File: src/hw/pps_pkg.sv
// shared constants and types for the port pin state controller
package pps_pkg;

  localparam int unsigned PPS_ADDR_W  = 16;
  localparam int unsigned PPS_BYTE_W  = 8;
  localparam int unsigned PPS_P4_W    = 8;
  localparam int unsigned PPS_P5_W    = 3;
  localparam int unsigned PPS_P6_W    = 8;
  localparam int unsigned PPS_P8_W    = 6;

  localparam logic [1:0] PPS_MODE_EXP_NOROM = 2'h1;
  localparam logic [1:0] PPS_MODE_EXP_ROM   = 2'h2;
  localparam logic [1:0] PPS_MODE_SINGLE    = 2'h3;

  localparam logic [7:0] PPS_RD_RST = 8'h00;

  // what a pin bank does on the coming clock edge
  typedef enum logic [2:0] {
    PPS_FLOAT,
    PPS_LOW,
    PPS_HOLD,
    PPS_DRIVE,
    PPS_LOWDIR
  } pps_sel_e;

  typedef struct packed {
    logic [PPS_P4_W-1:0] p4;
    logic [PPS_P5_W-1:0] p5;
    logic [PPS_P6_W-1:0] p6;
    logic [PPS_P8_W-1:0] p8;
  } pps_gp_s;

endpackage

File: src/hw/pps_pin_bank.sv
// one port's pin driver with remembered previous state
`timescale 1ns/1ps
`default_nettype none
module pps_pin_bank
  import pps_pkg::*;
#(
  parameter int unsigned W = 8
) (
  input  wire logic         core_clk_in,
  input  wire logic         rst_n_in,
  input  wire pps_sel_e     sel_in,
  input  wire logic [W-1:0] drv_val_in,
  input  wire logic [W-1:0] drv_en_in,
  input  wire logic         rst_low_in,
  output logic      [W-1:0] pin_out,
  output logic      [W-1:0] pin_oe_out
);

  if (W < 1) begin : g_bad_width
    $error("pps_pin_bank needs at least one pin");
  end

  logic [W-1:0] out_r;
  logic [W-1:0] out_nxt;
  logic [W-1:0] oe_r;
  logic [W-1:0] oe_nxt;
  logic [W-1:0] oe_cur;
  logic         fresh_r;
  logic         fresh_nxt;

  // reset level stays the previous state until the first edge after release,
  // so a hold right after reset keeps pins with rst_low_in set low instead of floating them
  assign oe_cur = (!rst_n_in || fresh_r) ? {W{rst_low_in}} : oe_r;

  always_comb begin
    out_nxt   = out_r;
    oe_nxt    = oe_cur;
    fresh_nxt = 1'b0;
    case (sel_in)
      PPS_FLOAT: begin
        oe_nxt = '0;
      end
      PPS_LOW: begin
        out_nxt = '0;
        oe_nxt  = '1;
      end
      PPS_DRIVE: begin
        out_nxt = drv_val_in;
        oe_nxt  = drv_en_in;
      end
      // drv_en selects the pins pulled low, the rest keep their state
      PPS_LOWDIR: begin
        out_nxt = out_r & ~drv_en_in;
        oe_nxt  = oe_cur | drv_en_in;
      end
      default: begin
        out_nxt = out_r;
        oe_nxt  = oe_cur;
      end
    endcase
  end

  always_ff @(posedge core_clk_in or negedge rst_n_in) begin
    if (!rst_n_in) begin
      out_r   <= '0;
      oe_r    <= '0;
      fresh_r <= 1'b1;
    end else begin
      out_r   <= out_nxt;
      oe_r    <= oe_nxt;
      fresh_r <= fresh_nxt;
    end
  end

  assign pin_out    = out_r;
  assign pin_oe_out = oe_cur;

endmodule
`default_nettype wire

File: src/hw/pps_port_ctrl.sv
// pin state control for the address, data, general and input-only ports
//
// What this block does
// mode 1 address ports: low, float, low, hold, drive
// mode 2 address: float reset, dir-low standby, hold sleep
// mode 2 normal: pin is address or input
// mode 3 address ports: float hw standby, hold sw standby/sleep, general I/O
// modes 1,2 data port floats except normal
// mode 3 data: float reset/hw, hold, I/O
// ports 4,5,6,8: float, hold, then I/O
// port 7 never drives, input only
`timescale 1ns/1ps
`default_nettype none
module pps_port_ctrl
  import pps_pkg::*;
(
  input  wire logic                  core_clk_in,
  input  wire logic                  rst_n_in,
  input  wire logic [1:0]            mode_in,
  input  wire logic                  hw_stby_in,
  input  wire logic                  sw_stby_in,
  input  wire logic                  sleep_in,
  input  wire logic [PPS_ADDR_W-1:0] addr_in,
  input  wire logic [PPS_BYTE_W-1:0] dbus_wr_in,
  input  wire logic                  dbus_wr_en_in,
  input  wire logic [PPS_BYTE_W-1:0] lo_dr_in,
  input  wire logic [PPS_BYTE_W-1:0] lo_ddr_in,
  input  wire logic [PPS_BYTE_W-1:0] hi_dr_in,
  input  wire logic [PPS_BYTE_W-1:0] hi_ddr_in,
  input  wire logic [PPS_BYTE_W-1:0] dp_dr_in,
  input  wire logic [PPS_BYTE_W-1:0] dp_ddr_in,
  input  wire pps_gp_s               gp_dr_in,
  input  wire pps_gp_s               gp_ddr_in,
  input  wire logic [PPS_BYTE_W-1:0] input_only_port_pins_in,
  output logic      [PPS_BYTE_W-1:0] low_address_port_pins_out,
  output logic      [PPS_BYTE_W-1:0] low_address_port_pins_oe_out,
  output logic      [PPS_BYTE_W-1:0] high_address_port_pins_out,
  output logic      [PPS_BYTE_W-1:0] high_address_port_pins_oe_out,
  output logic      [PPS_BYTE_W-1:0] data_bus_port_pins_out,
  output logic      [PPS_BYTE_W-1:0] data_bus_port_pins_oe_out,
  output pps_gp_s                    gp_pin_out,
  output pps_gp_s                    gp_pin_oe_out,
  output logic      [PPS_BYTE_W-1:0] input_only_rd_out
);

  logic m1;
  logic m2;
  logic m3;
  assign m1 = (mode_in == PPS_MODE_EXP_NOROM);
  assign m2 = (mode_in == PPS_MODE_EXP_ROM);
  // unused mode code 0 is served as single-chip, the safest choice
  assign m3 = !m1 && !m2;

  pps_sel_e                  lo_sel;
  pps_sel_e                  hi_sel;
  pps_sel_e                  dp_sel;
  pps_sel_e                  gp_sel;
  logic     [PPS_BYTE_W-1:0] lo_val;
  logic     [PPS_BYTE_W-1:0] lo_en;
  logic     [PPS_BYTE_W-1:0] hi_val;
  logic     [PPS_BYTE_W-1:0] hi_en;
  logic     [PPS_BYTE_W-1:0] dp_val;
  logic     [PPS_BYTE_W-1:0] dp_en;

  // hardware standby outranks software standby, which outranks sleep
  always_comb begin
    lo_val = addr_in[PPS_BYTE_W-1:0];
    hi_val = addr_in[PPS_ADDR_W-1:PPS_BYTE_W];
    lo_en  = '1;
    hi_en  = '1;
    if (hw_stby_in) begin
      lo_sel = PPS_FLOAT;
    end else if (sw_stby_in) begin
      if (m1) begin
        lo_sel = PPS_LOW;
      end else if (m2) begin
        lo_sel = PPS_LOWDIR;
        lo_en  = lo_ddr_in;
        hi_en  = hi_ddr_in;
      end else begin
        lo_sel = PPS_HOLD;
      end
    end else if (sleep_in) begin
      lo_sel = PPS_HOLD;
    end else begin
      lo_sel = PPS_DRIVE;
      if (m2) begin
        lo_en = lo_ddr_in;
        hi_en = hi_ddr_in;
      end else if (m3) begin
        lo_val = lo_dr_in;
        hi_val = hi_dr_in;
        lo_en  = lo_ddr_in;
        hi_en  = hi_ddr_in;
      end
    end
    hi_sel = lo_sel;
  end

  always_comb begin
    dp_val = dp_dr_in;
    dp_en  = dp_ddr_in;
    if (hw_stby_in) begin
      dp_sel = PPS_FLOAT;
    end else if (sw_stby_in || sleep_in) begin
      dp_sel = m3 ? PPS_HOLD : PPS_FLOAT;
    end else begin
      dp_sel = PPS_DRIVE;
      if (!m3) begin
        dp_val = dbus_wr_in;
        dp_en  = {PPS_BYTE_W{dbus_wr_en_in}};
      end
    end
  end

  always_comb begin
    if (hw_stby_in) begin
      gp_sel = PPS_FLOAT;
    end else if (sw_stby_in || sleep_in) begin
      gp_sel = PPS_HOLD;
    end else begin
      gp_sel = PPS_DRIVE;
    end
  end

  // only mode 1 holds the address pins low through reset
  pps_pin_bank #(.W(PPS_BYTE_W)) u_lo (
    .core_clk_in (core_clk_in),
    .rst_n_in    (rst_n_in),
    .sel_in      (lo_sel),
    .drv_val_in  (lo_val),
    .drv_en_in   (lo_en),
    .rst_low_in  (m1),
    .pin_out     (low_address_port_pins_out),
    .pin_oe_out  (low_address_port_pins_oe_out)
  );

  pps_pin_bank #(.W(PPS_BYTE_W)) u_hi (
    .core_clk_in (core_clk_in),
    .rst_n_in    (rst_n_in),
    .sel_in      (hi_sel),
    .drv_val_in  (hi_val),
    .drv_en_in   (hi_en),
    .rst_low_in  (m1),
    .pin_out     (high_address_port_pins_out),
    .pin_oe_out  (high_address_port_pins_oe_out)
  );

  pps_pin_bank #(.W(PPS_BYTE_W)) u_dp (
    .core_clk_in (core_clk_in),
    .rst_n_in    (rst_n_in),
    .sel_in      (dp_sel),
    .drv_val_in  (dp_val),
    .drv_en_in   (dp_en),
    .rst_low_in  (1'b0),
    .pin_out     (data_bus_port_pins_out),
    .pin_oe_out  (data_bus_port_pins_oe_out)
  );

  pps_pin_bank #(.W($bits(pps_gp_s))) u_gp (
    .core_clk_in (core_clk_in),
    .rst_n_in    (rst_n_in),
    .sel_in      (gp_sel),
    .drv_val_in  (gp_dr_in),
    .drv_en_in   (gp_ddr_in),
    .rst_low_in  (1'b0),
    .pin_out     (gp_pin_out),
    .pin_oe_out  (gp_pin_oe_out)
  );

  // port 7 has no driver at all, its pins are only sampled
  logic [PPS_BYTE_W-1:0] rd7_r;
  logic [PPS_BYTE_W-1:0] rd7_nxt;

  always_comb begin
    rd7_nxt = input_only_port_pins_in;
  end

  always_ff @(posedge core_clk_in or negedge rst_n_in) begin
    if (!rst_n_in) begin
      rd7_r <= PPS_RD_RST;
    end else begin
      rd7_r <= rd7_nxt;
    end
  end

  assign input_only_rd_out = rd7_r;

  // checks on settled operating conditions
  logic norm;
  assign norm = !hw_stby_in && !sw_stby_in && !sleep_in;
endmodule
`default_nettype wire

File: config.mk
export PLATFORM = sky130hd
export DESIGN_NAME = pps_port_ctrl
export DESIGN_NICKNAME = d
export VERILOG_FILES = /design/src/hw/pps_pkg.sv /design/src/hw/pps_pin_bank.sv /design/src/hw/pps_port_ctrl.sv
export SDC_FILE = /design/constraint.sdc
export NUM_CORES = 1
export LEC_CHECK = 0
export ABC_AREA = 1
export BUFFER_PORTS_ARGS = -buffer_cell sky130_fd_sc_hd__buf_2
export CAP_MARGIN = 30
export CORE_ASPECT_RATIO = 1.5
export CORE_MARGIN = 2
export CORE_UTILIZATION = 35
export CTS_CLUSTER_SIZE = 8
export DETAILED_ROUTE_END_ITERATION = 8
export GPL_TIMING_DRIVEN = 0
export PLACE_DENSITY_LB_ADDON = 0.08
export SLEW_MARGIN = 20
export SYNTH_ARGS = -nofsm -noshare
export SYNTH_HDL_FRONTEND = slang
export SYNTH_SLANG_ARGS = --single-unit
File: constraint.sdc
create_clock -name core_clk_in -period 1.19 [get_ports core_clk_in]
set_input_delay 0.119 -clock core_clk_in [delete_from_list [all_inputs] [get_ports core_clk_in]]
set_output_delay 0.119 -clock core_clk_in [all_outputs]
set_load 0.1 [all_outputs]
==> results of run 1 <==
-- synthesized netlist by cell type (all sizes together) --
cell / number / area share (%)
nor2: 43 / 3.6
a21oi: 5 / 0.49
a22o: 25 / 4.3
nand3: 79 / 8.1
inv: 94 / 6.9
ha: 3 / 0.73
dfstp: 1 / 0.51
conb: 1 / 0.073
buf: 19 / 2.1
clkbuf: 11 / 0.81
dfrtp: 106 / 52
nand4: 1 / 0.12
nand2: 265 / 20
o21ai: 7 / 0.76
nor3: 1 / 0.098
-- final cells by class --
class | count | area [sq um]
Sequential cell | 107 | 2679
Timing Repair Buffer | 361 | 3388
Clock inverter | 7 | 93.84
Multi-Input combinational cell | 430 | 2611
Tap cell | 196 | 245.2
Buffer | 27 | 176.4
Inverter | 94 | 365.4
Timing Repair inverter | 1 | 11.26
Antenna cell | 4 | 10.01
Clock buffer | 9 | 225.2
Fill cell | 1150 | 4586
-- state kept, by name, indices dropped and copies added (netlist names) --
register           cells
u_dp.pin_out           8
u_lo.pin_out           8
u_dp.oe_r              8
u_hi.oe_r              8
u_gp.oe_r             25
u_hi.pin_out           8
u_gp.pin_out          25
u_lo.oe_r              8
u_gp.fresh_r           1
input_only_rd_out      8
-- critical path: stages (launching register included) --
cell and delay, ps:
dfstp_2 550, nor2_4 40, buf_6 130, clkinv_8 70, nand2_8 90, buf_16 180
nand2_8 70, buf_12 170
-- metal layers --
metal | vias to the layer above | track usage (%) | wire length [um]
met5 | - | 0 | 0
met4 | 0 | 9.270 | 579
met3 | 42 | 4.508 | 1048
met2 | 189 | 42.42 | 9838
met1 | 2590 | 25.70 | 6560
li1 | 2770 | - | -
-- logic make-up after synthesis --
family / Yosys count
compound gates: 37
fa+ha+maj: 3
buf+inv: 124
flops: 107
other cells: 1
simple gates: 389
-- where the power goes --
part | switching, mW | internal (mW) | total [mW]
Sequential | 0.203 | 4.00 | 4.21
Clock | 1.50 | 1.69 | 3.20
Combinational | 3.62 | 1.45 | 5.06
Total | 5.32 | 7.14 | 12.5
-- worst paths after layout --
check | endpoint | cells after the start
min in group asynchronous | u_hi.oe_r[3]$_DFF_PN0_ | 4
worst min register to register | u_lo.pin_out[1]$_DFFE_PN0P_ | 2
worst max-delay path | low_address_port_pins_oe_out[3] | 7
worst max register to register | u_lo.oe_r[1]$_DFF_PN0_ | 9
worst min-delay path | u_dp.pin_out[0]$_DFFE_PN0P_ | 3
max in group asynchronous | u_hi.pin_out[5]$_DFFE_PN0P_ | 5
-- per-stage QoR --
stage | cells | hold slack [ps] | util [%]
2_1_floorplan | 661 | -176.6 | -
3_3_place_gp | 1100 | 226.8 | 50.14
6_report | 1236 | 6.404 | 68.14
3_5_place_dp | 1101 | 21.45 | 50.37
5_1_grt | 1236 | 8.604 | 68.14
4_1_cts | 1223 | 0.1155 | 67.30
-- repair_timing --
item / in CTS / in global routing
setup buffers: 30 / 15
gates cloned: 7 / 0
resized for setup: 285 / 38
pin swaps: 9 / 21
hold endpoints to repair: 123 / 0
endpoints found under the setup margin: 165 / 113
hold buffers: 69 / 0
==> flow_metrics.py, run 1 <==
metrics = {
    "sta": {
        "setup_viol": 97,
        "maxSlewViolCount": 0,
        "worst_pin_slew_ps": 601.9,
        "clock_skew_ps": 5.698,
        "fin_crit_sh_pct": 148.7,
        "clock.fmax_mhz": 565.0,
        "final.min_clock_period_ps": 1770,
        "maxSlewHeadroom_pct": 59.73,
        "finalSetupTns_ps": -29810,
        "rsz0062_at_grt": "yes",
        "hold_violations": 0,
        "final.setup.worst_slack_ps": -580.0,
    },
    "floorplan": {
        "initial_core_util_pct": 35.50,
        "die_area_sq_um": 15600,
        "rows": 54,
        "die_w_um": 102.6,
        "core_area_sq_um": 14390,
        "die_h_um": 152.0,
        "io_pins": 244,
    },
    "placement": {
        "port_buffers": 243,
        "dpl.hpwl_mm": 11.64,
        "routabilityCongestion": 0.7918,
        "preCtsSetupSlack_ps": -1374,
        "post_dp_cell_area_sq_um": 7249,
    },
    "synthesis": {
        "yosysUniqueCellTypes": 24,
        "syn_inst": 661,
        "synth_compound_area_share_pct": 5.535,
        "avgSynthCellArea_sq_um": 7.729,
        "synth-adder-area-share_pct": 0.7348,
        "synth-warning-count": 0,
        "ys_ff_latch": 107,
        "synthSimpleGateAreaFrac_pct": 31.42,
        "synth-xor-area-share_pct": 0,
        "yosys-mux-area-fraction_pct": 0,
        "seq_area_frac_synth_pct": 52.44,
        "synth_area_sq_um": 5109,
        "synth_top_family_by_area": "simple AND/OR/NAND/NOR gates",
        "synth_nets": 802,
    },
    "drt": {
        "wl_per_cell_um": 14.58,
        "ant_nets": 0,
        "firstDrtPassIters": 6,
        "num_vias": 5591,
        "initialDrtViolationCount": 151,
        "routed_wl_mm": 18.03,
        "vias_per_cell": 4.523,
        "drc": 0,
    },
    "layout": {
        "syn2layout_area_growth_pct": 91.94,
        "finalInstanceArea_sq_um": 9806,
        "layout-drive-gt1-share_pct": 41.41,
        "layout_common_cells": "228 x nand2_1, 147 x buf_2, 106 x dfrtp_1",
        "layout.nets": 1172,
        "final_common_cell": "nand2_1",
    },
    "clock_tree": {
        "htreeDepth": 3,
        "cts_root_buf": "clkbuf_16",
        "cts_buffers": 9,
        "cts_buffer_depth": 2,
        "insertion_delay_ps": 350,
        "clk_pin_slew_ps": 80,
        "cts_tree": "built",
        "clock_sinks": 107,
    },
    "power_and_ir_drop": {
        "vdd_drop_max_mv": 0.7788,
        "finalPower_mw": 12.47,
        "p_leak_nw": 4.962,
        "p_per_area_nw_per_um2": 1271,
    },
    "job": {
        "max-cap-violations": 0,
    },
    "critical_path": {
        "crit_start": "u_gp.fresh_r$_DFF_PN1_",
        "crit_type": "flop to primary output",
        "cp_max_fo": 8,
        "start_kind": "flop",
        "cp.arrival_ps": 1650,
        "critPathRequiredTime_ps": 1070,
        "cp-end-kind": "primary output",
        "ff2ff_setup_slack_ps": -370,
        "reg2reg_from": "u_gp.fresh_r$_DFF_PN1_",
    },
    "hold_path": {
        "min_path_type": "input pin to flop",
        "hold_start": "dp_dr_in[0]",
    },
    "status": {
        "violations": "negative setup slack",
        "status": "finished, violations left",
    },
    "global_routing": {
        "grt_pass1_wl_mm": 28.37,
        "overflow": 0,
        "antenna_found_initial": 4,
        "grt_pass1_vias": 5768,
        "grt_max_degree": 40,
        "groute.usage.overall_pct": 23.26,
    },
}
(Power assumes the default switching activity.)
==> run 2: changes to the inputs <==
==> constraint.sdc (replaced) <==
create_clock -name core_clk_in -period 1.19 [get_ports core_clk_in]
set_input_delay 0 -clock core_clk_in [delete_from_list [all_inputs] [get_ports core_clk_in]]
set_output_delay 0 -clock core_clk_in [all_outputs]
set_load 0.1 [all_outputs]
==> run 2 against run 1 <==
  * The run ends with negative hold slack, negative setup slack left
  * Worst setup slack better by 190 ps
  * Sequential share of layout area down 1.1 points
  * Count of clock-buffer cells in the layout unchanged
  * Clock power up 5%
  * Via count up 5.1%
  * Final cell count up 4.2%
  * Sequential power about the same
  * Register-to-register slack better by 110 ps
  * Largest cell class unchanged
==> flow_metrics.py, run 2 (synthesis gave the netlist of run 1 again) <==
metrics = {
    "status": {
        "status": "finished, violations left",
        "violations": "negative hold slack, negative setup slack",
    },
    "clock_tree": {
        "cts_buffers": 9,
        "insertion_delay_ps": 350,
        "cts_buffer_depth": 2,
        "cts_root_buf": "clkbuf_16",
        "ctsHoldBuffers": 132,
        "cts_tree": "built",
        "clock_sinks": 107,
        "htreeDepth": 3,
        "clk_pin_slew_ps": 80,
    },
    "placement": {
        "port_buffers": 243,
        "dpl.hpwl_mm": 11.74,
        "post_dp_cell_area_sq_um": 7227,
        "routabilityCongestion": 0.7858,
    },
    "global_routing": {
        "overflow": 0,
        "grt_pass1_vias": 6333,
        "grt_max_degree": 61,
        "antenna_found_initial": 2,
        "grt_pass1_wl_mm": 29.71,
        "groute.usage.overall_pct": 23.93,
    },
    "critical_path": {
        "cp.arrival_ps": 1580,
        "cp-end-kind": "primary output",
        "crit_start": "u_gp.fresh_r$_DFF_PN1_",
        "reg2reg_from": "u_gp.fresh_r$_DFF_PN1_",
        "critPathRequiredTime_ps": 1190,
        "start_kind": "flop",
        "crit_type": "flop to primary output",
        "cp_max_fo": 8,
    },
    "drt": {
        "num_vias": 5874,
        "routed_wl_mm": 18.49,
        "initialDrtViolationCount": 168,
        "wl_per_cell_um": 14.35,
        "ant_nets": 0,
        "drc": 0,
        "firstDrtPassIters": 6,
        "vias_per_cell": 4.561,
    },
    "floorplan": {
        "core_area_sq_um": 14390,
        "rows": 54,
        "die_w_um": 102.6,
        "initial_core_util_pct": 35.50,
        "die_h_um": 152.0,
        "io_pins": 244,
        "die_area_sq_um": 15600,
    },
    "layout": {
        "final_common_cell": "nand2_1",
        "layout-drive-gt1-share_pct": 38.26,
        "layout.nets": 1226,
        "layout_common_cells": "231 x nand2_1, 200 x buf_2, 131 x dlygate4sd3_1",
        "syn2layout_area_growth_pct": 100.2,
        "finalInstanceArea_sq_um": 10230,
        "fillCellCount": 1086,
    },
    "sta": {
        "maxSlewViolCount": 0,
        "rsz0062_at_grt": "yes",
        "holdWs_ps": -478.7,
        "clock_skew_ps": 9.023,
        "clock.fmax_mhz": 633.0,
        "fin_crit_sh_pct": 132.7,
        "maxSlewHeadroom_pct": 58.39,
        "setup_viol": 97,
        "finalSetupTns_ps": -23090,
        "final.min_clock_period_ps": 1580,
        "hold_violations": 58,
        "worst_pin_slew_ps": 621.9,
        "final.setup.worst_slack_ps": -389.7,
    },
    "hold_path": {
        "min_path_type": "input pin to asynchronous set/reset pin",
    },
    "job": {
        "max-cap-violations": 0,
    },
    "power_and_ir_drop": {
        "finalPower_mw": 12.57,
        "p_leak_nw": 5.146,
        "p_per_area_nw_per_um2": 1229,
        "vdd_drop_max_mv": 0.9872,
    },
}
-- run 2: changes by cell type in the layout (fill, tap and decap cells not counted), moves of 4 or more --
cell and delta:
dlygate4sd3_1 +64, buf_4 -63, buf_2 +53, clkbuf_16 +6, clkbuf_4 +5, buf_12 -4
-- run 2: worst paths after layout --
check	cells past startpoint	slack, ps	end
setup / recovery	6	-390	high_address_port_pins_oe_out[6]
hold / removal	1	-480	u_gp.pin_out[6]$_DFFE_PN0P_
setup reg to reg	7	-260	u_gp.oe_r[13]$_DFF_PN0_
hold reg to reg	2	470	u_lo.pin_out[1]$_DFFE_PN0P_
max in group asynchronous	4	420	u_hi.oe_r[4]$_DFF_PN0_
min in group core_clk_in	5	20	u_lo.oe_r[6]$_DFF_PN0_
-- run 2: report_power, final --
part	leakage, nW	total, mW	switching [mW]	internal, mW
Combinational	3.60	5.03	3.63	1.40
Sequential	1.39	4.18	0.182	4.00
Clock	0.163	3.36	1.47	1.89
Total	5.15	12.6	5.28	7.29
-- run 2: through the flow --
stage	hold WS (ps)	std cells	setup WS, ps	utilization [%]
floorplan	-295.6	661	-427.4	-
detailed placement	16.71	1101	-1206	50.22
global placement	107.7	1100	-2464	49.98
global route	-458.9	1288	-448.4	71.06
CTS	-463.6	1280	-421.0	70.32
finish	-478.7	1288	-389.7	71.06
-- run 2: what timing repair did --
action	in CTS	in global routing
endpoints found under the hold margin	186	58
gates cloned	5	0
buffers inserted	26	6
resized for setup	244	16
endpoints found under the setup margin	109	115
pin swaps	20	8
-- run 2: layout make-up --
type                       instances  area [sq um]  share of cell area [%]
clock inverter                     7         106.4                   1.040
inverter                          94         357.8                   3.499
sequential                       107          2679                   26.20
timing repair buffer             413          3759                   36.75
multi-input combinational        430          2597                   25.40
antenna                            2         5.005                 0.04894
buffer                            30         251.5                   2.459
clock buffer                       9         225.2                   2.202
tap                              196         245.2                   2.398
-- run 2: critical path, cell delays in order (launching register included) --
cell and delay, ps:
dfstp_2 550, nor2_4 50, inv_6 100, nand2_8 100
buf_16 180, nand2_8 80, buf_12 170
-- run 2: per-layer routing --
layer,global-route usage [%],part of all wire (%),vias to the layer above
met1,25.50,37,2725
met5,0,0,-
met2,43.95,54,214
met3,4.232,5.0,49
li1,-,-,2886
met4,11.43,3.9,0
